File: config.mk
export PLATFORM = sky130hd
export DESIGN_NAME = msato_core
export DESIGN_NICKNAME = d
export VERILOG_FILES = /design/src/msato_pkg.sv /design/src/msato_core.sv /design/src/msato_dmem.sv
export SDC_FILE = /design/constraint.sdc
export NUM_CORES = 1
export LEC_CHECK = 0
export BUFFER_PORTS_ARGS = -buffer_cell sky130_fd_sc_hd__buf_2
export CORE_MARGIN = 2
export CORE_UTILIZATION = 55
export DETAILED_ROUTE_END_ITERATION = 12
export GPL_TIMING_DRIVEN = 0
export PLACE_DENSITY_LB_ADDON = 0.12
export SYNTH_ARGS = -nofsm -noshare
export SYNTH_HDL_FRONTEND = slang
export SYNTH_SLANG_ARGS = --single-unit
File: constraint.sdc
create_clock -name clk_i -period 7.3 [get_ports clk_i]
set_input_delay 0.365 -clock clk_i [delete_from_list [all_inputs] [get_ports clk_i]]
set_output_delay 0.365 -clock clk_i [all_outputs]
set_load 0.005 [all_outputs]
File: src/msato_pkg.sv
// Constants and carrier types shared by the datapath and its memory
`default_nettype none
package msato_pkg;
  // Geometry
  localparam int unsigned DMEM_AW    = 5;   // Data memory address width
  localparam int unsigned DMEM_DEPTH = 32;  // Data memory bytes
  localparam int unsigned PROG_AW    = 14;  // Program word address width
  localparam int unsigned PAGE_W     = 6;   // Program page number width
  localparam logic [PAGE_W-1:0] LAST_PAGE = 6'h3f;

  // Register word indices (byte address is four times the index)
  localparam logic [2:0] REG_CMD   = 3'h0;
  localparam logic [2:0] REG_ACC   = 3'h1;
  localparam logic [2:0] REG_STAT  = 3'h2;
  localparam logic [2:0] REG_TBL   = 3'h3;
  localparam logic [2:0] REG_DPTR  = 3'h4;
  localparam logic [2:0] REG_DDATA = 3'h5;

  // Field positions
  localparam int unsigned CMD_OP_LSB   = 0;
  localparam int unsigned CMD_BIT_LSB  = 8;
  localparam int unsigned CMD_ADDR_LSB = 16;
  localparam int unsigned CMD_IMM_LSB  = 24;
  localparam int unsigned STAT_BUSY    = 8;
  localparam int unsigned STAT_SKIP    = 9;
  localparam int unsigned STAT_CYC_LSB = 12;
  localparam int unsigned TBL_HIGH_LSB = 8;
  localparam int unsigned TBL_PAGE_LSB = 16;

  // Values and timing
  localparam logic [7:0]  BYTE_ONES  = 8'hff;
  localparam logic [7:0]  BYTE_ONE   = 8'h01;
  localparam logic [7:0]  ACC_RST    = 8'h00;
  localparam logic [1:0]  CYC_ONE    = 2'h1;
  localparam logic [1:0]  CYC_TWO    = 2'h2;
  localparam logic [1:0]  ACK_DELAY  = 2'h2;  // Count that ends the wait; answer follows three wait cycles
  localparam logic [31:0] RD_UNMAPPED = 32'h0000_0000;

  // Operation codes
  typedef enum logic [4:0] {
    OP_NOP          = 5'h00,
    OP_SET_BYTE     = 5'h01,
    OP_SET_BIT      = 5'h02,
    OP_INC_SKIP     = 5'h03,
    OP_INC_ACC_SKIP = 5'h04,
    OP_DEC_ACC_SKIP = 5'h05,
    OP_SKIP_BIT_NZ  = 5'h06,
    OP_SKIP_BIT_Z   = 5'h07,
    OP_SKIP_BYTE_Z  = 5'h08,
    OP_COPY_SKIP_Z  = 5'h09,
    OP_SUB_ACC      = 5'h0a,
    OP_SUB_MEM      = 5'h0b,
    OP_SUB_IMM      = 5'h0c,
    OP_SWAP_MEM     = 5'h0d,
    OP_SWAP_ACC     = 5'h0e,
    OP_TBL_CUR      = 5'h0f,
    OP_TBL_LAST     = 5'h10,
    OP_XOR_ACC      = 5'h11,
    OP_XOR_MEM      = 5'h12,
    OP_XOR_IMM      = 5'h13
  } msato_op_t;

  // Engine states
  typedef enum logic [2:0] {
    E_IDLE  = 3'h0,
    E_FETCH = 3'h1,
    E_EXEC  = 3'h2,
    E_TBLRD = 3'h3,
    E_TBLWR = 3'h4,
    E_DUMMY = 3'h5
  } msato_est_t;

  typedef struct packed {
    logic [7:0]         imm;
    logic [DMEM_AW-1:0] addr;
    logic [2:0]         bit_idx;
    msato_op_t          op;
  } msato_cmd_t;

  typedef struct packed {
    logic signed_wrap_flag;
    logic zero_flag;
    logic nibble_carry_flag;
    logic carry_flag;
  } msato_flags_t;

  typedef struct packed {
    msato_flags_t flg;
    logic [7:0]   res;
  } msato_sub_t;

  typedef struct packed {
    logic               we;
    logic [DMEM_AW-1:0] addr;
    logic [7:0]         data;
  } msato_dmem_wr_t;
endpackage
`default_nettype wire

File: src/msato_core.sv
// Datapath for skip, subtract, swap, table read and xor operations
// Function
// RULE_01: Byte fill writes all ones, flags kept
// RULE_02: Bit fill sets one bit only
// RULE_03: Increment memory, skip when result zero
// RULE_04: Increment into accumulator, skip on zero
// RULE_05: Skip-type operations take two machine cycles; the code records two only when the skip is taken, one otherwise
// RULE_06: Skip when selected bit is one
// RULE_07: Skip when selected bit is zero
// RULE_08: Skip when whole byte is zero
// RULE_09: Copy byte to accumulator, skip on zero
// RULE_10: Accumulator minus memory into accumulator, flags
// RULE_11: Accumulator minus memory into memory, flags
// RULE_12: Accumulator minus constant into accumulator, flags
// RULE_13: Subtract carry is inverted borrow
// RULE_14: Swap nibbles of byte in place
// RULE_15: Swapped nibbles go to accumulator
// RULE_16: Table fetch from current page
// RULE_17: Table fetch from last page
// RULE_18: Xor memory into accumulator, zero flag
// RULE_19: Xor into memory, zero flag only
// RULE_20: Xor constant into accumulator, zero flag
// RULE_21: Decrement into accumulator, skip on zero
// RULE_22: Skipped slot is a dummy with no writes
`default_nettype none
module msato_core (
  input  wire logic                            clk_i,
  input  wire logic                            resetn_i,
  input  wire logic [2:0]                      avs_address_i,
  input  wire logic                            avs_read_i,
  input  wire logic                            avs_write_i,
  input  wire logic [31:0]                     avs_writedata_i,
  output logic [31:0]                          avs_readdata_o,
  output logic                                 avs_waitrequest_o,
  output logic [msato_pkg::PROG_AW-1:0]        prog_addr_o,
  output logic                                 prog_rd_o,
  input  wire logic [15:0]                     prog_data_i,
  output logic                                 skip_o,
  output logic                                 busy_o
);
  ////////////////////////////////////////////////////////////////////////
  // State
  typedef struct packed {
    msato_pkg::msato_est_t          est;        // Engine state
    msato_pkg::msato_cmd_t          cmd;        // Operation in flight
    logic [7:0]                     acc;        // Accumulator
    msato_pkg::msato_flags_t        flg;        // Status flags
    logic [7:0]                     table_pointer;    // Table pointer
    logic [7:0]                     table_high_latch; // Table high latch
    logic [msato_pkg::PAGE_W-1:0]   page;       // Current code page
    logic [msato_pkg::DMEM_AW-1:0]  dptr;       // Software memory pointer
    logic                           skip_taken; // Last op skipped
    logic [1:0]                     cycles;     // Machine cycles of last op
    logic [1:0]                     bus_cnt;    // Bus answer delay count
    logic                           waitreq;    // Bus wait output
    logic [31:0]                    rdata;      // Bus read data output
    logic [msato_pkg::PROG_AW-1:0]  prog_addr;  // Program word address
    logic                           prog_rd;    // Program read strobe
    logic                           skip;       // Dummy slot marker
    logic                           busy;       // Engine busy output
  } msato_state_t;

  msato_state_t               st_r;       // Registered state
  msato_state_t               st_nxt;     // Next state
  msato_pkg::msato_dmem_wr_t  dmem_wr;    // Memory write port
  logic [msato_pkg::DMEM_AW-1:0] dmem_raddr; // Memory read address
  logic [7:0]                 dmem_rdata; // Memory read data
  logic [7:0]                 m_val;      // Operand byte
  logic [7:0]                 m_bit;      // One-hot bit select
  logic [7:0]                 res;        // Scratch result
  msato_pkg::msato_sub_t      sub;        // Subtraction outcome
  logic                       req;        // Bus request present
  logic                       stall;      // Bus request held off
  logic                       do_skip;    // Skip decision

  ////////////////////////////////////////////////////////////////////////
  // Helpers

  // Subtract with flags; carry is the inverse of the borrow
  function automatic msato_pkg::msato_sub_t sub_calc(
    input logic [7:0] a,
    input logic [7:0] b
  );
    logic [8:0] full;
    logic [4:0] low;
    msato_pkg::msato_sub_t o;
    full = {1'b0, a} - {1'b0, b};
    low  = {1'b0, a[3:0]} - {1'b0, b[3:0]};
    o.res                   = full[7:0];
    o.flg.carry_flag        = ~full[8];                   // RULE_13
    o.flg.nibble_carry_flag = ~low[4];
    o.flg.zero_flag         = (full[7:0] == 8'h00);
    o.flg.signed_wrap_flag  = (a[7] ^ b[7]) & (a[7] ^ full[7]);
    return o;
  endfunction

  // Register read-back decode; unmapped words read as zero
  function automatic logic [31:0] reg_read(
    input logic [2:0]   addr,
    input msato_state_t s,
    input logic [7:0]   mem
  );
    logic [31:0] d;
    d = msato_pkg::RD_UNMAPPED;
    case (addr)
      msato_pkg::REG_CMD: begin
        d[msato_pkg::CMD_OP_LSB +: 5]   = s.cmd.op;
        d[msato_pkg::CMD_BIT_LSB +: 3]  = s.cmd.bit_idx;
        d[msato_pkg::CMD_ADDR_LSB +: msato_pkg::DMEM_AW] = s.cmd.addr;
        d[msato_pkg::CMD_IMM_LSB +: 8]  = s.cmd.imm;
      end
      msato_pkg::REG_ACC: begin
        d[7:0] = s.acc;
      end
      msato_pkg::REG_STAT: begin
        d[3:0]                          = s.flg;
        d[msato_pkg::STAT_BUSY]         = s.busy;
        d[msato_pkg::STAT_SKIP]         = s.skip_taken;
        d[msato_pkg::STAT_CYC_LSB +: 2] = s.cycles;
      end
      msato_pkg::REG_TBL: begin
        d[7:0]                          = s.table_pointer;
        d[msato_pkg::TBL_HIGH_LSB +: 8] = s.table_high_latch;
        d[msato_pkg::TBL_PAGE_LSB +: msato_pkg::PAGE_W] = s.page;
      end
      msato_pkg::REG_DPTR: begin
        d[msato_pkg::DMEM_AW-1:0] = s.dptr;
      end
      msato_pkg::REG_DDATA: begin
        d[7:0] = mem;
      end
      default: begin
        d = msato_pkg::RD_UNMAPPED;
      end
    endcase
    return d;
  endfunction

  ////////////////////////////////////////////////////////////////////////
  // Data memory
  msato_dmem u_dmem (
    .clk_i    (clk_i),
    .resetn_i (resetn_i),
    .wr_i     (dmem_wr),
    .raddr_i  (dmem_raddr),
    .rdata_o  (dmem_rdata)
  );

  ////////////////////////////////////////////////////////////////////////
  // Next-state logic: bus slave, then engine
  always_comb begin
    st_nxt     = st_r;
    dmem_wr    = '0;
    m_val      = dmem_rdata;
    m_bit      = msato_pkg::BYTE_ONE << st_r.cmd.bit_idx;
    res        = 8'h00;
    sub        = '0;
    do_skip    = 1'b0;
    // Engine owns the memory port while busy
    dmem_raddr = st_r.busy ? st_r.cmd.addr : st_r.dptr;
    // Single-cycle strobes drop by default
    st_nxt.skip    = 1'b0;
    st_nxt.prog_rd = 1'b0;

    // Bus: writes and memory-window reads wait out a busy engine
    req   = avs_read_i | avs_write_i;
    stall = st_r.busy & (avs_write_i | (avs_address_i == msato_pkg::REG_DDATA));
    st_nxt.waitreq = 1'b1;
    if (req && st_r.waitreq && !stall) begin
      // Fixed delay lets a fresh memory read settle
      if (st_r.bus_cnt == msato_pkg::ACK_DELAY) begin
        st_nxt.waitreq = 1'b0;
        st_nxt.bus_cnt = 2'h0;
        st_nxt.rdata   = reg_read(avs_address_i, st_r, dmem_rdata);
      end else begin
        st_nxt.bus_cnt = st_r.bus_cnt + 2'h1;
      end
    end else if (stall) begin
      // Restart the count so read data is never stale
      st_nxt.bus_cnt = 2'h0;
    end

    // Write takes effect on the cycle wait is low
    if (avs_write_i && !st_r.waitreq) begin
      case (avs_address_i)
        msato_pkg::REG_CMD: begin
          st_nxt.cmd.op      = msato_pkg::msato_op_t'(
                               avs_writedata_i[msato_pkg::CMD_OP_LSB +: 5]);
          st_nxt.cmd.bit_idx = avs_writedata_i[msato_pkg::CMD_BIT_LSB +: 3];
          st_nxt.cmd.addr    =
            avs_writedata_i[msato_pkg::CMD_ADDR_LSB +: msato_pkg::DMEM_AW];
          st_nxt.cmd.imm     = avs_writedata_i[msato_pkg::CMD_IMM_LSB +: 8];
          st_nxt.skip_taken  = 1'b0;
          st_nxt.est         = msato_pkg::E_FETCH;
        end
        msato_pkg::REG_ACC: begin
          st_nxt.acc = avs_writedata_i[7:0];
        end
        msato_pkg::REG_STAT: begin
          st_nxt.flg = avs_writedata_i[3:0];
        end
        msato_pkg::REG_TBL: begin
          st_nxt.table_pointer = avs_writedata_i[7:0];
          st_nxt.page =
            avs_writedata_i[msato_pkg::TBL_PAGE_LSB +: msato_pkg::PAGE_W];
        end
        msato_pkg::REG_DPTR: begin
          st_nxt.dptr = avs_writedata_i[msato_pkg::DMEM_AW-1:0];
        end
        msato_pkg::REG_DDATA: begin
          dmem_wr = '{we: 1'b1, addr: st_r.dptr, data: avs_writedata_i[7:0]};
        end
        default: begin
          // Unmapped: acknowledged and dropped
        end
      endcase
    end

    // Engine
    case (st_r.est)
      msato_pkg::E_IDLE: begin
        // Waiting for a command write
      end
      msato_pkg::E_FETCH: begin
        // Operand read issued, data valid next cycle
        st_nxt.est = msato_pkg::E_EXEC;
      end
      msato_pkg::E_EXEC: begin
        case (st_r.cmd.op)
          msato_pkg::OP_SET_BYTE: begin
            dmem_wr = '{we: 1'b1, addr: st_r.cmd.addr,
                        data: msato_pkg::BYTE_ONES};            // RULE_01
          end
          msato_pkg::OP_SET_BIT: begin
            dmem_wr = '{we: 1'b1, addr: st_r.cmd.addr,
                        data: m_val | m_bit};                   // RULE_02
          end
          msato_pkg::OP_INC_SKIP: begin
            res     = m_val + msato_pkg::BYTE_ONE;
            dmem_wr = '{we: 1'b1, addr: st_r.cmd.addr, data: res}; // RULE_03
            do_skip = (res == 8'h00);                           // RULE_03
          end
          msato_pkg::OP_INC_ACC_SKIP: begin
            res        = m_val + msato_pkg::BYTE_ONE;
            st_nxt.acc = res;                                   // RULE_04
            do_skip    = (res == 8'h00);                        // RULE_04
          end
          msato_pkg::OP_DEC_ACC_SKIP: begin
            res        = m_val - msato_pkg::BYTE_ONE;
            st_nxt.acc = res;                                   // RULE_21
            do_skip    = (res == 8'h00);                        // RULE_21
          end
          msato_pkg::OP_SKIP_BIT_NZ: begin
            do_skip = |(m_val & m_bit);                         // RULE_06
          end
          msato_pkg::OP_SKIP_BIT_Z: begin
            do_skip = ~|(m_val & m_bit);                        // RULE_07
          end
          msato_pkg::OP_SKIP_BYTE_Z: begin
            do_skip = (m_val == 8'h00);                         // RULE_08
          end
          msato_pkg::OP_COPY_SKIP_Z: begin
            st_nxt.acc = m_val;                                 // RULE_09
            do_skip    = (m_val == 8'h00);                      // RULE_09
          end
          msato_pkg::OP_SUB_ACC: begin
            sub        = sub_calc(st_r.acc, m_val);
            st_nxt.acc = sub.res;                               // RULE_10
            st_nxt.flg = sub.flg;                               // RULE_10
          end
          msato_pkg::OP_SUB_MEM: begin
            sub        = sub_calc(st_r.acc, m_val);
            dmem_wr    = '{we: 1'b1, addr: st_r.cmd.addr,
                           data: sub.res};                      // RULE_11
            st_nxt.flg = sub.flg;                               // RULE_11
          end
          msato_pkg::OP_SUB_IMM: begin
            sub        = sub_calc(st_r.acc, st_r.cmd.imm);
            st_nxt.acc = sub.res;                               // RULE_12
            st_nxt.flg = sub.flg;                               // RULE_12
          end
          msato_pkg::OP_SWAP_MEM: begin
            dmem_wr = '{we: 1'b1, addr: st_r.cmd.addr,
                        data: {m_val[3:0], m_val[7:4]}};        // RULE_14
          end
          msato_pkg::OP_SWAP_ACC: begin
            st_nxt.acc = {m_val[3:0], m_val[7:4]};              // RULE_15
          end
          msato_pkg::OP_TBL_CUR: begin
            st_nxt.prog_addr = {st_r.page, st_r.table_pointer}; // RULE_16
            st_nxt.prog_rd   = 1'b1;
            st_nxt.est       = msato_pkg::E_TBLRD;
          end
          msato_pkg::OP_TBL_LAST: begin
            st_nxt.prog_addr = {msato_pkg::LAST_PAGE, st_r.table_pointer}; // RULE_17
            st_nxt.prog_rd   = 1'b1;
            st_nxt.est       = msato_pkg::E_TBLRD;
          end
          msato_pkg::OP_XOR_ACC: begin
            res                  = st_r.acc ^ m_val;
            st_nxt.acc           = res;                         // RULE_18
            st_nxt.flg.zero_flag = (res == 8'h00);              // RULE_18
          end
          msato_pkg::OP_XOR_MEM: begin
            res     = st_r.acc ^ m_val;
            dmem_wr = '{we: 1'b1, addr: st_r.cmd.addr, data: res}; // RULE_19
            st_nxt.flg.zero_flag = (res == 8'h00);              // RULE_19
          end
          msato_pkg::OP_XOR_IMM: begin
            res                  = st_r.acc ^ st_r.cmd.imm;
            st_nxt.acc           = res;                         // RULE_20
            st_nxt.flg.zero_flag = (res == 8'h00);              // RULE_20
          end
          default: begin
            // No-op and unknown codes change nothing
          end
        endcase
        // Close out the slot unless a table read continues it
        if (st_nxt.est == msato_pkg::E_EXEC) begin
          if (do_skip) begin
            st_nxt.est        = msato_pkg::E_DUMMY;             // RULE_05
            st_nxt.skip       = 1'b1;
            st_nxt.skip_taken = 1'b1;
            st_nxt.cycles     = msato_pkg::CYC_TWO;             // RULE_05
          end else begin
            st_nxt.est    = msato_pkg::E_IDLE;
            st_nxt.cycles = msato_pkg::CYC_ONE;
          end
        end
      end
      msato_pkg::E_TBLRD: begin
        // Program word comes back the cycle after the strobe
        st_nxt.est = msato_pkg::E_TBLWR;
      end
      msato_pkg::E_TBLWR: begin
        dmem_wr = '{we: 1'b1, addr: st_r.cmd.addr,
                    data: prog_data_i[7:0]};                    // RULE_16
        st_nxt.table_high_latch = prog_data_i[15:8];            // RULE_17
        st_nxt.cycles = msato_pkg::CYC_ONE;
        st_nxt.est    = msato_pkg::E_IDLE;
      end
      msato_pkg::E_DUMMY: begin
        // Fetched instruction discarded: nothing is written
        st_nxt.est = msato_pkg::E_IDLE;                         // RULE_22
      end
      default: begin
        st_nxt.est = msato_pkg::E_IDLE;
      end
    endcase

    st_nxt.busy = (st_nxt.est != msato_pkg::E_IDLE);
  end

  ////////////////////////////////////////////////////////////////////////
  // State register
  always_ff @(posedge clk_i or negedge resetn_i) begin
    if (!resetn_i) begin
      st_r         <= '0;
      st_r.acc     <= msato_pkg::ACC_RST;
      st_r.waitreq <= 1'b1;
    end else begin
      st_r <= st_nxt;
    end
  end

  ////////////////////////////////////////////////////////////////////////
  // Outputs, all straight from the state register
  assign avs_readdata_o    = st_r.rdata;
  assign avs_waitrequest_o = st_r.waitreq;
  assign prog_addr_o       = st_r.prog_addr;
  assign prog_rd_o         = st_r.prog_rd;
  assign skip_o            = st_r.skip;
  assign busy_o            = st_r.busy;
endmodule
`default_nettype wire

File: src/msato_dmem.sv
// Data memory: one write port, one registered read port
`default_nettype none
module msato_dmem (
  input  wire logic                              clk_i,
  input  wire logic                              resetn_i,
  input  wire msato_pkg::msato_dmem_wr_t         wr_i,
  input  wire logic [msato_pkg::DMEM_AW-1:0]     raddr_i,
  output logic [7:0]                             rdata_o
);
  typedef struct packed {
    logic [7:0] rdata;
  } msato_dm_state_t;

  logic [7:0]      mem_r [msato_pkg::DMEM_DEPTH];  // Storage, no reset
  msato_dm_state_t st_r;                           // Read register
  msato_dm_state_t st_nxt;

  // Read is old-data on a same-address write
  always_comb begin
    st_nxt       = st_r;
    st_nxt.rdata = mem_r[raddr_i];
  end

  // Array writes kept out of reset so it maps onto RAM
  always_ff @(posedge clk_i) begin
    if (wr_i.we) begin
      mem_r[wr_i.addr] <= wr_i.data;
    end
  end

  // Read data register
  always_ff @(posedge clk_i or negedge resetn_i) begin
    if (!resetn_i) begin
      st_r <= '0;
    end else begin
      st_r <= st_nxt;
    end
  end

  assign rdata_o = st_r.rdata;
endmodule
`default_nettype wire

==> summary.txt, run 1 <==
Clock network
  • Root buffer cell: clkbuf_16
  • Post-CTS setup buffer count: 0
  • H-tree levels: 2
  • Skew-Pair Late Insertion Delay: 0.54 ns
  • Total clock sinks: 380
  • CTS clk-pin slew, worst paths: 0.06 ns
  • Clock buffer count from CTS: 41
  • Clock tree buffer depth: 3
  • CTS tree: built

Critical path
  • CP required: between 7 and 8 ns
  • Worst path top cell family by delay: compound AO/OA/AOI/OAI gates
  • Critical path peak fanout: 24
  • Critical Path AT: approximately 4.8 ns
  • CP bufs+invs: 5
  • CP cell instances: buf_2, clkbuf_1, inv_1, ha_1, buf_2, nand3_1, o21bai_1, a32oi_1, xor2_1, a221oi_1, o31ai_4, buf_8
  • CP endpoint kind: flop
  • Kind of critical path: reg2reg
  • Worst path max stage delay: between 0.6 and 0.7 ns
  • CP max-delay cell: clkbuf_1
  • CP startpoint kind: flop
  • Most used cell, CP: buf_2

Global routing
  • Pin count of the biggest net entering global routing: about 70
  • Initial antenna violation count: 0
  • Vias in the first global route: about 13000
  • First-pass GRT wire length: roughly 78000 um
  • Total grt overflow: 0
  • Total global-route track usage: about 30%

Detailed routing
  • Post-DR wirelength/cell: ~24 um
  • WL met3: 3960 um
  • DR iter-0 viols: between 1000 and 1500
  • Via density: 6.11
  • DR pass1 iterations: 7
  • Metal2 WL: 24800 um
  • Max layer used: met4
  • M1 WL: around 21000 um
  • Drt drc: 0
  • Final WL: a little over 50000 um
  • Post-route ant nets: 0
  • Routed vias: 12800

Timing
  • Final setup viols: 0
  • Final worst path period need: 4.40 ns
  • Period utilization: 60.2%
  • Actual slew at the worst max-slew pin: about 1.3 ns
  • Post-Route Skew: between 0.015 and 0.02 ns
  • Slew Viols, Final: 0
  • Relative slew slack: a little under a tenth
  • Hold Violations, Final: 0
  • Setup tns final: 0 ns
  • Fmax: about 230 MHz
  • RSZ-0062 raised after global routing: false

Floorplanning
  • IO Pins: between 100 and 150
  • Full die area: approximately 35000 um^2
  • Core Region: approximately 33000 um^2
  • Die width: roughly 190 um
  • Starting Density: a little under three fifths
  • Die Y: 187 um
  • # rows: 67

Yosys
  • Syn_area_per_cell: ~13 um^2
  • Yosys top cell area share: 41.6%
  • Mapped Area: between 15000 and 20000 um^2
  • Ys Warns: 0
  • Sequential element share of the synthesized area: about three fifths
  • EDFF count, synth: around 260
  • Ys async rst share: about 33%
  • Synth Register Bits: 380
  • Synth top area cells: edfxtp_1, dfrtp_1, mux4_2
  • Netlist cell types: between 80 and 90
  • Largest area contributor in the netlist: edfxtp_1
  • Top FF cell, synth: edfxtp_1
  • Post-Syn Instances: approximately 1500

Finish
  • Layout Area Growth over Synthesis: 13.2%
  • Nets: between 1500 and 2000
  • Fill cells: ~2600
  • N_diodes: 0
  • Area occupied by multi-input gates: around 6800 um^2
  • Share of layout cells above drive strength 1: between 20 and 25%
  • Post-Layout Cell Count: 2100
  • Sequential standard cell area: ~11000 um^2

Flow run
  • Total of max-cap violations: 0

Place
  • Post-DP HPWL: around 37000 um
  • Port Buf Inserts: 95
  • RD Place Congestion: between 0.9 and 1
  • Dpl cells: 2024

Run status
  • Status: complete, no violations

Pwr
  • Maximum VDD drop: roughly 0.00025 V
  • Pwr Density: approximately 400 nW/um^2
  • Leak pwr: approximately 8.2 nW

Worst hold path
  • Hold Path Class: in2reg
[what timing repair did]
action / in CTS / in global routing
hold buffers: 1 / 0
resized for setup: 0 / 0
hold endpoints to repair: 53 / 0
[sequential cells by signal, summed over array words and instances, names as in the netlist]
signal,flops
avs_readdata_o,30
avs_waitrequest_o,1
busy_o,1
prog_addr_o,14
prog_rd_o,1
skip_o,1
st_r,68
u_dmem.mem_r,256
u_dmem.rdata_o,8
[power by group]
part	leakage, nW	internal [W]	switching [W]	total, W
combinational	3.63	0.00141	0.00223	0.00364
clock	0.614	0.00112	0.000837	0.00196
sequential	3.95	0.00261	0.000244	0.00285
total	8.19	0.00514	0.00331	0.00845
[through the flow]
step	hold slack, ns	instance area, um^2	total power (W)	utilization (%)	worst slack (ns)
floorplan	0.0694	18500	0.00526	-	3.23
global placement	0.462	19500	0.00640	58.7	0.230
detailed placement	0.356	19600	0.00646	59.0	3.00
CTS	0.0194	20900	0.00843	62.8	2.96
global route	0.0292	20900	0.00885	62.8	2.67
finish	0.0296	20900	0.00845	62.8	2.90
[cell families after synthesis]
| kind of cell | share of synthesized area, % |
|---|---|
| adder cells (fa/ha/maj) | 1.57 |
| buffers and inverters | 4.87 |
| flip-flops | 58.4 |
| XOR/XNOR | 1.14 |
| multiplexers | 13.1 |
| AND/OR/NAND/NOR | 11.1 |
| other | 0.0203 |
| AO/OA/AOI/OAI | 9.77 |
[placed cells by master (no fill, tap or decap), drive strengths merged, types with 11 or more instances in the layout]
cell type	n
edfxtp	256
nand2	220
buf	193
dfrtp	123
clkbuf	102
nor2	99
o21ai	82
mux4	66
mux2	45
a21oi	44
mux2i	43
nand3	34
inv	34
nor3	23
xnor2	21
ha	20
a31oi	18
clkinv	13
a22oi	12
a21o	12
nor2b	11
a221oi	11
nor3b	11
[metal layers]
metal	vias up	GRT usage [%]
met5	-	0
met4	0	8.21
met3	117	5.12
met2	592	49.2
met1	6360	40.2
li1	5760	-
[worst reg2reg max path: stages, from the launching register on]
cell and delay, ns:
dfrtp_1 0.32, buf_2 0.23, clkbuf_1 0.63, inv_1 0.16
ha_1 0.31, buf_2 0.22, nand3_1 0.17, o21bai_1 0.23
a32oi_1 0.60, xor2_1 0.33, a221oi_1 0.20, o31ai_4 0.54
buf_8 0.27
[final timing paths]
| kind | cells past startpoint | from | slack, ns | to |
|---|---|---|---|---|
| max in group asynchronous | 3 | resetn_i | 6.16 | avs_waitrequest_o |
| min in group asynchronous | 2 | resetn_i | 0.36 | st_r[89] |
| hold reg to reg | 2 | avs_readdata_o[14] | 0.48 | avs_readdata_o[14] |
| setup / recovery | 12 | u_dmem.rdata_o[3] | 2.90 | u_dmem.mem_r[3][7] |
| hold / removal | 3 | prog_data_i[8] | 0.03 | st_r[66] |
| setup reg to reg | 12 | u_dmem.rdata_o[3] | 2.90 | u_dmem.mem_r[3][7] |
[cell usage after synthesis (11+ instances only)]
library cell,count
edfxtp_1,256
nand2_1,220
dfrtp_1,123
nor2_1,98
o21ai_0,79
mux4_2,66
buf_4,55
mux2_2,45
a21oi_1,44
clkbuf_1,43
mux2i_1,42
nand3_1,34
buf_2,31
inv_1,31
nor3_1,22
xnor2_1,21
ha_1,20
a31oi_1,17
a21o_1,12
a22oi_1,12
a221oi_1,11
nor2b_1,11
[cell type report]
type	instances	area share, %
clock inverters	17	0.652
plain buffers	138	3.73
flip-flops and latches	380	51.6
clock buffers	58	5.41
inverters	32	0.574
repair buffers	100	2.70
well taps	448	2.68
multi-input cells	927	32.7
Power figures use the tool's default switching activity.
==> inputs of run 2 (changes only) <==
--- a/config.mk
+++ b/config.mk
@@ -5,6 +5,7 @@
 export SDC_FILE = /design/constraint.sdc
 export NUM_CORES = 1
 export LEC_CHECK = 0
+export ABC_AREA = 1
 export BUFFER_PORTS_ARGS = -buffer_cell sky130_fd_sc_hd__buf_2
 export CORE_MARGIN = 2
 export CORE_UTILIZATION = 55
==> constraint.sdc (replaced) <==
create_clock -name clk_i -period 3.95 [get_ports clk_i]
set_input_delay 0.1975 -clock clk_i [delete_from_list [all_inputs] [get_ports clk_i]]
set_output_delay 0.1975 -clock clk_i [all_outputs]
set_load 0.005 [all_outputs]
==> run 2 against run 1 <==
Count of clock-buffer cells in the layout is 3 lower. Clock power up 78%. Register-to-register slack got worse by 2.7 ns. Sequential cell count did not move. Global-route usage increased by 4.3 points. Critical path depth did not move. Fmax up 19%.
==> summary.txt, run 2 <==
Detailed routing
  • Post-DR wirelength/cell: 23.5 um (-4.0%)
  • Routed vias: 15000 (+17%)
  • Drt drc: 0 (unchanged)
  • Post-route ant nets: 0 (unchanged)
  • DR pass1 iterations: 6 (-1)
  • Via density: 6.06 (-0.80%)
  • DR iter-0 viols: 1915 (+59%)
  • Final WL: 58100 um (+13%)

Clock network
  • H-tree levels: 2 (unchanged)
  • Total clock sinks: 380 (unchanged)
  • Clock buffer count from CTS: 40 (-2.4%)
  • Post-CTS setup buffer count: 0 (unchanged)
  • CTS clk-pin slew, worst paths: 0.06 ns (about the same)
  • CTS tree: built
  • Clock tree buffer depth: 3 (unchanged)
  • Skew-Pair Late Insertion Delay: 0.54 ns (about the same)
  • Root buffer cell: clkbuf_16

Global routing
  • Grt peak-use layer: met2
  • GR met1 Demand/Resource: 44.8% (+4.6 points)
  • First-pass GRT wire length: 85200 um (+9.4%)
  • Initial antenna violation count: 0 (unchanged)
  • Pin count of the biggest net entering global routing: 95 (+32%)
  • Met3 Usage GRT: 4.46% (-0.66 points)
  • Met2 GRT Util: 55.3% (+6.1 points)
  • Vias in the first global route: 14300 (+12%)
  • Total grt overflow: 0 (unchanged)
  • Total global-route track usage: 33.8% (+4.3 points)

Critical path
  • CP required: 4.07 ns (-3.60 ns)
  • CP endpoint kind: flop
  • CP startpoint kind: flop
  • R2R Path Start: u_dmem.rdata_o[6]
  • Worst R2R Path Depth: 12 (unchanged)
  • R2R setup slack: 0.25 ns (-2.65 ns)
  • Worst R2R End: u_dmem.mem_r[30][7]
  • Kind of critical path: reg2reg
  • Critical Path AT: 3.82 ns (-0.95 ns)
  • Critical path peak fanout: 32 (+33%)

Place
  • RD Place Congestion: 0.980 (+0.41%)
  • Post-DP HPWL: 40600 um (+10%)
  • Dpl cells: 2378 (+17%)
  • Setup WS pre-CTS: -0.513 ns (-3.52 ns)
  • Port Buf Inserts: 94 (-1.1%)

Flow run
  • Total of max-cap violations: 0 (unchanged)

Yosys
  • Top FF cell, synth: edfxtp_1
  • EDFF count, synth: 256 (unchanged)
  • Top post-synthesis cells by count: nand2_1, edfxtp_1, o21ai_0
  • Largest area contributor in the netlist: edfxtp_1
  • Post-Syn Instances: 1828 (+24%)
  • Netlist cell types: 47 (-42%)
  • Synth top area cells: edfxtp_1, dfrtp_1, o21ai_0
  • Ys async rst share: 32.6% (unchanged)
  • Sequential element share of the synthesized area: 59.9% (+1.5 points)
  • Dominant cell by count in the synthesized netlist: nand2_1
  • Ys Warns: 0 (unchanged)
  • Synth Register Bits: 380 (unchanged)
  • Mapped Area: 18000 um^2 (-2.5%)
  • Yosys top cell area share: 42.7% (+1.1 points)
  • Syn_area_per_cell: 9.85 um^2 (-21%)

Timing
  • Final worst path period need: 3.70 ns (-0.695 ns)
  • Hold Violations, Final: 0 (unchanged)
  • Setup tns final: 0 ns (unchanged)
  • Fmax: 270 MHz (+19%)
  • Actual slew at the worst max-slew pin: 0.957 ns (-0.369 ns)
  • Final worst slack: 0.249 ns (-2.65 ns)
  • Period utilization: 93.7% (+33 points)
  • Relative slew slack: 36.0% (+27 points)
  • RSZ-0062 raised after global routing: false
  • Post-Route Skew: 0.0198 ns (+0.00153 ns)
  • Slew Viols, Final: 0 (unchanged)
  • Final setup viols: 0 (unchanged)

Floorplanning
  • # rows: 66 (-1.5%)
  • Full die area: 34200 um^2 (-2.5%)
  • Core Region: 32400 um^2 (-2.7%)
  • Die Y: 185 um (-1.2%)
  • Starting Density: 55.7% (+0.12 points)
  • Die width: 185 um (-1.2%)
  • IO Pins: 105 (unchanged)

Finish
  • Largest Register: u_dmem.mem_r
  • Nets: 2086 (+23%)
  • N_diodes: 0 (unchanged)
  • Post-Layout Cell Count: 2479 (+18%)
  • Layout Area Growth over Synthesis: 15.0%
  • Commonest non-fill, non-tap cell in the layout: nand2_1
  • Share of layout cells above drive strength 1: 13.2% (-9.3 points)
  • Max reg flops: 256 (unchanged)
  • Highest-count cells in the layout ignoring fill and taps: nand2_1, edfxtp_1, o21ai_0, nor2_1, inv_1
  • Fill cells: 2676 (+1.7%)

Worst hold path
  • Hold Path Class: in2reg
  • Hold Startpoint: avs_writedata_i[5]
  • Worst Hold Path EP: st_r[79]
  • Worst hold path depth: 3 (unchanged)

Run status
  • Status: complete, no violations

Pwr
  • Tot Pwr: 0.0151 W (+79%)
  • Leak pwr: 7.98 nW (-2.5%)
  • Maximum VDD drop: 0.000486 V (+94%)
  • Pwr Density: 730 nW/um^2 (+81%)
run 2: worst max path at each step:
stage | start | to | slack [ns]
after CTS | u_dmem.rdata_o[5] | u_dmem.mem_r[9][7] | 0.002
after global placement | u_dmem.rdata_o[5] | u_dmem.mem_r[25][6] | -1.42
after detailed placement | u_dmem.rdata_o[5] | u_dmem.mem_r[29][7] | -0.51
after global routing | u_dmem.rdata_o[6] | u_dmem.mem_r[9][7] | 0.09
final | u_dmem.rdata_o[6] | u_dmem.mem_r[30][7] | 0.25
after floorplan | u_dmem.rdata_o[2] | u_dmem.mem_r[0][5] | 0.88
run 2: repair_timing:
action,CTS,global route
setup endpoints to repair,32,64
endpoints found under the hold margin,158,0
gates resized for setup,1,1
pin swaps,0,1
hold buffers,31,0
cloned,0,1
run 2: per-layer routing:
metal / part of all wire, % / wire length (um) / up-vias
li1: - / - / 6768
met1: 40 / 23200 / 7230
met2: 47 / 27200 / 837
met3: 8.1 / 4710 / 188
met4: 5.3 / 3060 / 0
met5: 0 / 0 / -
run 2: area by class of cell:
cell class                 instances  area [um^2]  area share [%]
inverter                         148          556            2.68
timing repair buffer             138          920            4.44
clock inverter                    15         96.3           0.465
tap                              442          553            2.67
buffer                           123          647            3.12
sequential                       380        10800            52.1
clock buffer                      55         1090            5.25
multi-input combinational       1178         6060            29.3
run 2: cells by family after synthesis:
kind of cell | count (synthesis) | share of synthesized area [%]
and+or+nand+nor | 728 | 17.3
buffers and inverters | 272 | 6.70
DFF | 380 | 59.9
adders and majority gates | 22 | 1.61
xor gates and xnor gates | 14 | 0.681
AOI/OAI and AO/OA | 411 | 13.8
other | 1 | 0.0208
run 2: where the power goes:
group | switching, W | leakage (nW) | internal, W
sequential | 0.000486 | 3.55 | 0.00476
combinational | 0.00440 | 3.85 | 0.00199
clock | 0.00155 | 0.578 | 0.00193
total | 0.00644 | 7.98 | 0.00868
run 2: through the flow:
stage	util [%]	hold slack, ns	instance area, um^2
floorplan	-	-0.0981	18000
global placement	58.8	0.396	19000
detailed placement	59.3	0.0966	19200
CTS	63.9	0.0296	20700
global route	64.0	0.0807	20700
finish	64.0	0.0507	20700
run 2: worst max-delay path, stage by stage, from the launching register on:
cell	delay [ns]
dfrtp_1	0.32
clkbuf_1	0.39
inv_1	0.39
ha_1	0.55
inv_1	0.13
nor3_1	0.19
nand2_1	0.09
nand2_1	0.14
nand2_1	0.08
nand2_1	0.14
nor2_1	0.09
o21ai_0	0.34
nand3_4	0.43
==> inputs of run 3 (changes only) <==
--- a/config.mk
+++ b/config.mk
@@ -8,10 +8,12 @@
 export ABC_AREA = 1
 export BUFFER_PORTS_ARGS = -buffer_cell sky130_fd_sc_hd__buf_2
 export CORE_MARGIN = 2
-export CORE_UTILIZATION = 55
+export CORE_UTILIZATION = 39
 export DETAILED_ROUTE_END_ITERATION = 12
 export GPL_TIMING_DRIVEN = 0
 export PLACE_DENSITY_LB_ADDON = 0.12
+export SKIP_LAST_GASP = 1
 export SYNTH_ARGS = -nofsm -noshare
 export SYNTH_HDL_FRONTEND = slang
+export SYNTH_HIERARCHICAL = 1
 export SYNTH_SLANG_ARGS = --single-unit
==> run 3 against run 2 <==
Sequential cell count unchanged. Count of clock-buffer cells in the layout shrank 2. Worst hold slack better by 0.00061 ns. Highest routed layer unchanged. Final area up 6.0%. Largest cell class unchanged.
==> summary.txt, run 3 <==
Critical path
  • Worst path max stage delay: 0.79 ns (+0.24 ns)
  • CP endpoint kind: flop
  • CP startpoint kind: flop
  • CP bufs+invs: 1 (-2)
  • CP cell instances: nand2_2, inv_1, nand2_1, nand2_1, nor2_1, nand2_4, a21oi_4, nand2_2, o22ai_1, nand3_1, nor2_1
  • Kind of critical path: reg2reg
  • CP max-delay cell: nor2_1
  • Critical Path AT: 4.05 ns (+0.23 ns)
  • Critical path peak fanout: 10 (-69%)
  • CP required: 4.15 ns (+0.08 ns)
  • Worst path top cell family by delay: simple AND/OR/NAND/NOR gates

Yosys
  • Syn_area_per_cell: 9.26 um^2 (-6.0%)
  • Post-synthesis mux area share: 0% (unchanged)
  • Synth Register Bits: 380 (unchanged)
  • Largest family of logic cells by synthesized area: simple AND/OR/NAND/NOR gates
  • Dominant cell by count in the synthesized netlist: nand2_1
  • Netlist cell types: 52 (+11%)
  • Compound-gate portion of the synthesized area: 6.94% (-6.9 points)
  • Post-Syn Instances: 2017 (+10%)
  • Simple logic cell fraction of the synthesized area: 25.5% (+8.2 points)
  • Ys Warns: 6 (+6)
  • Ys async rst share: 32.6% (unchanged)
  • EDFF count, synth: 256 (unchanged)
  • Yosys top cell area share: 41.1% (-1.5 points)
  • Top FF cell, synth: edfxtp_1
  • Mapped Area: 18700 um^2 (+3.7%)
  • Largest area contributor in the netlist: edfxtp_1
  • Sequential element share of the synthesized area: 57.8% (-2.2 points)
  • Top post-synthesis cells by count: nand2_1, nand3_1, edfxtp_1
  • Synth Area in XOR/XNOR: 0.562% (-0.12 points)
  • Adder-cell share of the synthesized area: 1.55% (-0.058 points)
  • Synth top area cells: edfxtp_1, dfrtp_1, nand2_1

Clock network
  • CTS clk-pin slew, worst paths: 0.06 ns (about the same)
  • Post-CTS setup buffer count: 0 (unchanged)
  • H-tree levels: 2 (unchanged)
  • Clock tree buffer depth: 3 (unchanged)
  • CTS tree: built
  • Root buffer cell: clkbuf_16
  • Clock buffer count from CTS: 44 (+10%)
  • Skew-Pair Late Insertion Delay: 0.59 ns (+0.05 ns)
  • Total clock sinks: 380 (unchanged)

Detailed routing
  • Post-route ant nets: 0 (unchanged)
  • DR pass1 iterations: 6 (unchanged)
  • DR iter-0 viols: 1461 (-24%)
  • Via density: 5.31 (-12%)
  • Drt drc: 0 (unchanged)
  • Final WL: 63400 um (+9.0%)
  • Post-DR wirelength/cell: 22.2 um (-5.3%)
  • Routed vias: 15200 (+0.87%)

Timing
  • Final worst path period need: 3.85 ns (+0.149 ns)
  • Post-Route Skew: 0.0268 ns (+0.00698 ns)
  • Hold WS: 0.0513 ns (+0.000611 ns)
  • Slew Viols, Final: 0 (unchanged)
  • Setup tns final: 0 ns (unchanged)
  • Hold Violations, Final: 0 (unchanged)
  • Relative slew slack: 44.8% (+8.9 points)
  • Fmax: 260 MHz (-3.9%)
  • Period utilization: 97.5% (+3.8 points)
  • Final setup viols: 0 (unchanged)
  • RSZ-0062 raised after global routing: true
  • Actual slew at the worst max-slew pin: 0.824 ns (-0.132 ns)

Finish
  • Fill cells: 4623 (+73%)
  • Fin util: 46.2% (-18 points)
  • Post-Layout Cell Count: 2854 (+15%)
  • Nets: 2281 (+9.3%)
  • Largest Register: u_dmem/mem_r
  • Commonest non-fill, non-tap cell in the layout: nand2_1
  • Share of layout cells above drive strength 1: 15.6% (+2.4 points)
  • Highest-count cells in the layout ignoring fill and taps: nand2_1, nand3_1, edfxtp_1, buf_2, dfrtp_1
  • Layout Area Growth over Synthesis: 17.5%
  • N_diodes: 0 (unchanged)
  • Max reg flops: 256 (unchanged)

Floorplanning
  • IO Pins: 105 (unchanged)
  • Die Y: 223 um (+20%)
  • Full die area: 49700 um^2 (+45%)
  • # rows: 80 (+21%)
  • Starting Density: 39.3% (-16 points)
  • Core Region: 47500 um^2 (+47%)
  • Die width: 223 um (+20%)

Pwr
  • Tot Pwr: 0.0178 W (+18%)
  • Pwr Density: 811 nW/um^2 (+11%)
  • Leak pwr: 9.44 nW (+18%)
  • Maximum VDD drop: 0.000471 V (-3.2%)

Worst hold path
  • Hold Path Class: in2reg

Run status
  • Status: complete, no violations

Place
  • Port Buf Inserts: 94 (unchanged)
  • Dpl cells: 2741 (+15%)
  • Post-DP HPWL: 47000 um (+16%)
  • RD Place Congestion: 0.947 (-3.3%)

Global routing
  • Total global-route track usage: 25.6% (-8.2 points)
  • Initial antenna violation count: 0 (unchanged)
  • Vias in the first global route: 14600 (+2.3%)
  • Total grt overflow: 0 (unchanged)
  • First-pass GRT wire length: 93800 um (+10%)
  • Pin count of the biggest net entering global routing: 72 (-24%)

Flow run
  • Total of max-cap violations: 0 (unchanged)
run 3: changes by cell type in the layout (fill, tap and decap cells not counted), moves of 23 or more:
cell | previous run | this run
buf_6 | 3 | 27
nand3_1 | 102 | 279
nand2_1 | 310 | 649
clkbuf_1 | 78 | 25
nor2_1 | 229 | 105
o221ai_1 | 68 | 11
o21ai_0 | 234 | 90
buf_2 | 103 | 126
run 3: area by class of cell:
class                   count  area (um^2)  area share (%)
flip-flops and latches    380        10800            49.1
multi-input cells        1366         6530            29.7
clock buffers              53         1170            5.35
repair buffers            140          978            4.46
plain buffers             132          913            4.16
well taps                 615          769            3.50
inverters                 140          532            2.42
clock inverters            28          275            1.25
run 3: tightest hold or removal path, delay by kind of cell:
kind	cells	cell delay, ns
compound gates	1	0.19
buf+inv	2	0.21
run 3: path summary, 6_finish.rpt:
| check | startpoint | to | slack, ns | cells after the start |
|---|---|---|---|---|
| worst max-delay path | st_r[95] | u_dmem/mem_r[25][2] | 0.1 | 11 |
| worst min-delay path | avs_writedata_i[6] | st_r[80] | 0.05 | 3 |
| worst max register to register | st_r[95] | u_dmem/mem_r[25][2] | 0.1 | 11 |
| worst min register to register | avs_readdata_o[16] | avs_readdata_o[16] | 0.47 | 2 |
| max in group asynchronous | resetn_i | u_dmem/rdata_o[4] | 3.06 | 3 |
| min in group asynchronous | resetn_i | prog_addr_o[7] | 0.15 | 2 |
run 3: stage by stage:
step                instance area (um^2)  worst slack, ns
detailed placement                 20200           -0.311
global placement                   19900            -1.51
floorplan                          18700             1.01
global route                       22000           -0.193
finish                             22000           0.0994
CTS                                21900            0.135
run 3: timing repair:
item / CTS / global route
endpoints found under the hold margin: 89 / 0
hold buffers: 32 / 0
gates resized for setup: 1 / 12
setup endpoints to repair: 32 / 233
run 3: power breakdown:
| part | switching [W] | internal [W] |
|---|---|---|
| Combinational | 0.00576 | 0.00272 |
| Clock | 0.00169 | 0.00240 |
| Sequential | 0.000443 | 0.00480 |
run 3: cells by family after synthesis:
kind of cell,Yosys count
AO/OA/AOI/OAI,216
XOR/XNOR,12
adder cells (fa/ha/maj),22
buffers and inverters,272
flip-flops,380
other,1
AND/OR/NAND/NOR,1114
run 3: routing by layer:
layer  GRT usage (%)  up-vias  part of all wire [%]
met1            35.2     7292                    44
met5               0        -                     0
met4            8.79        0                   3.1
met3            4.36      104                   6.5
li1                -     7176                     -
met2            41.0      582                    46
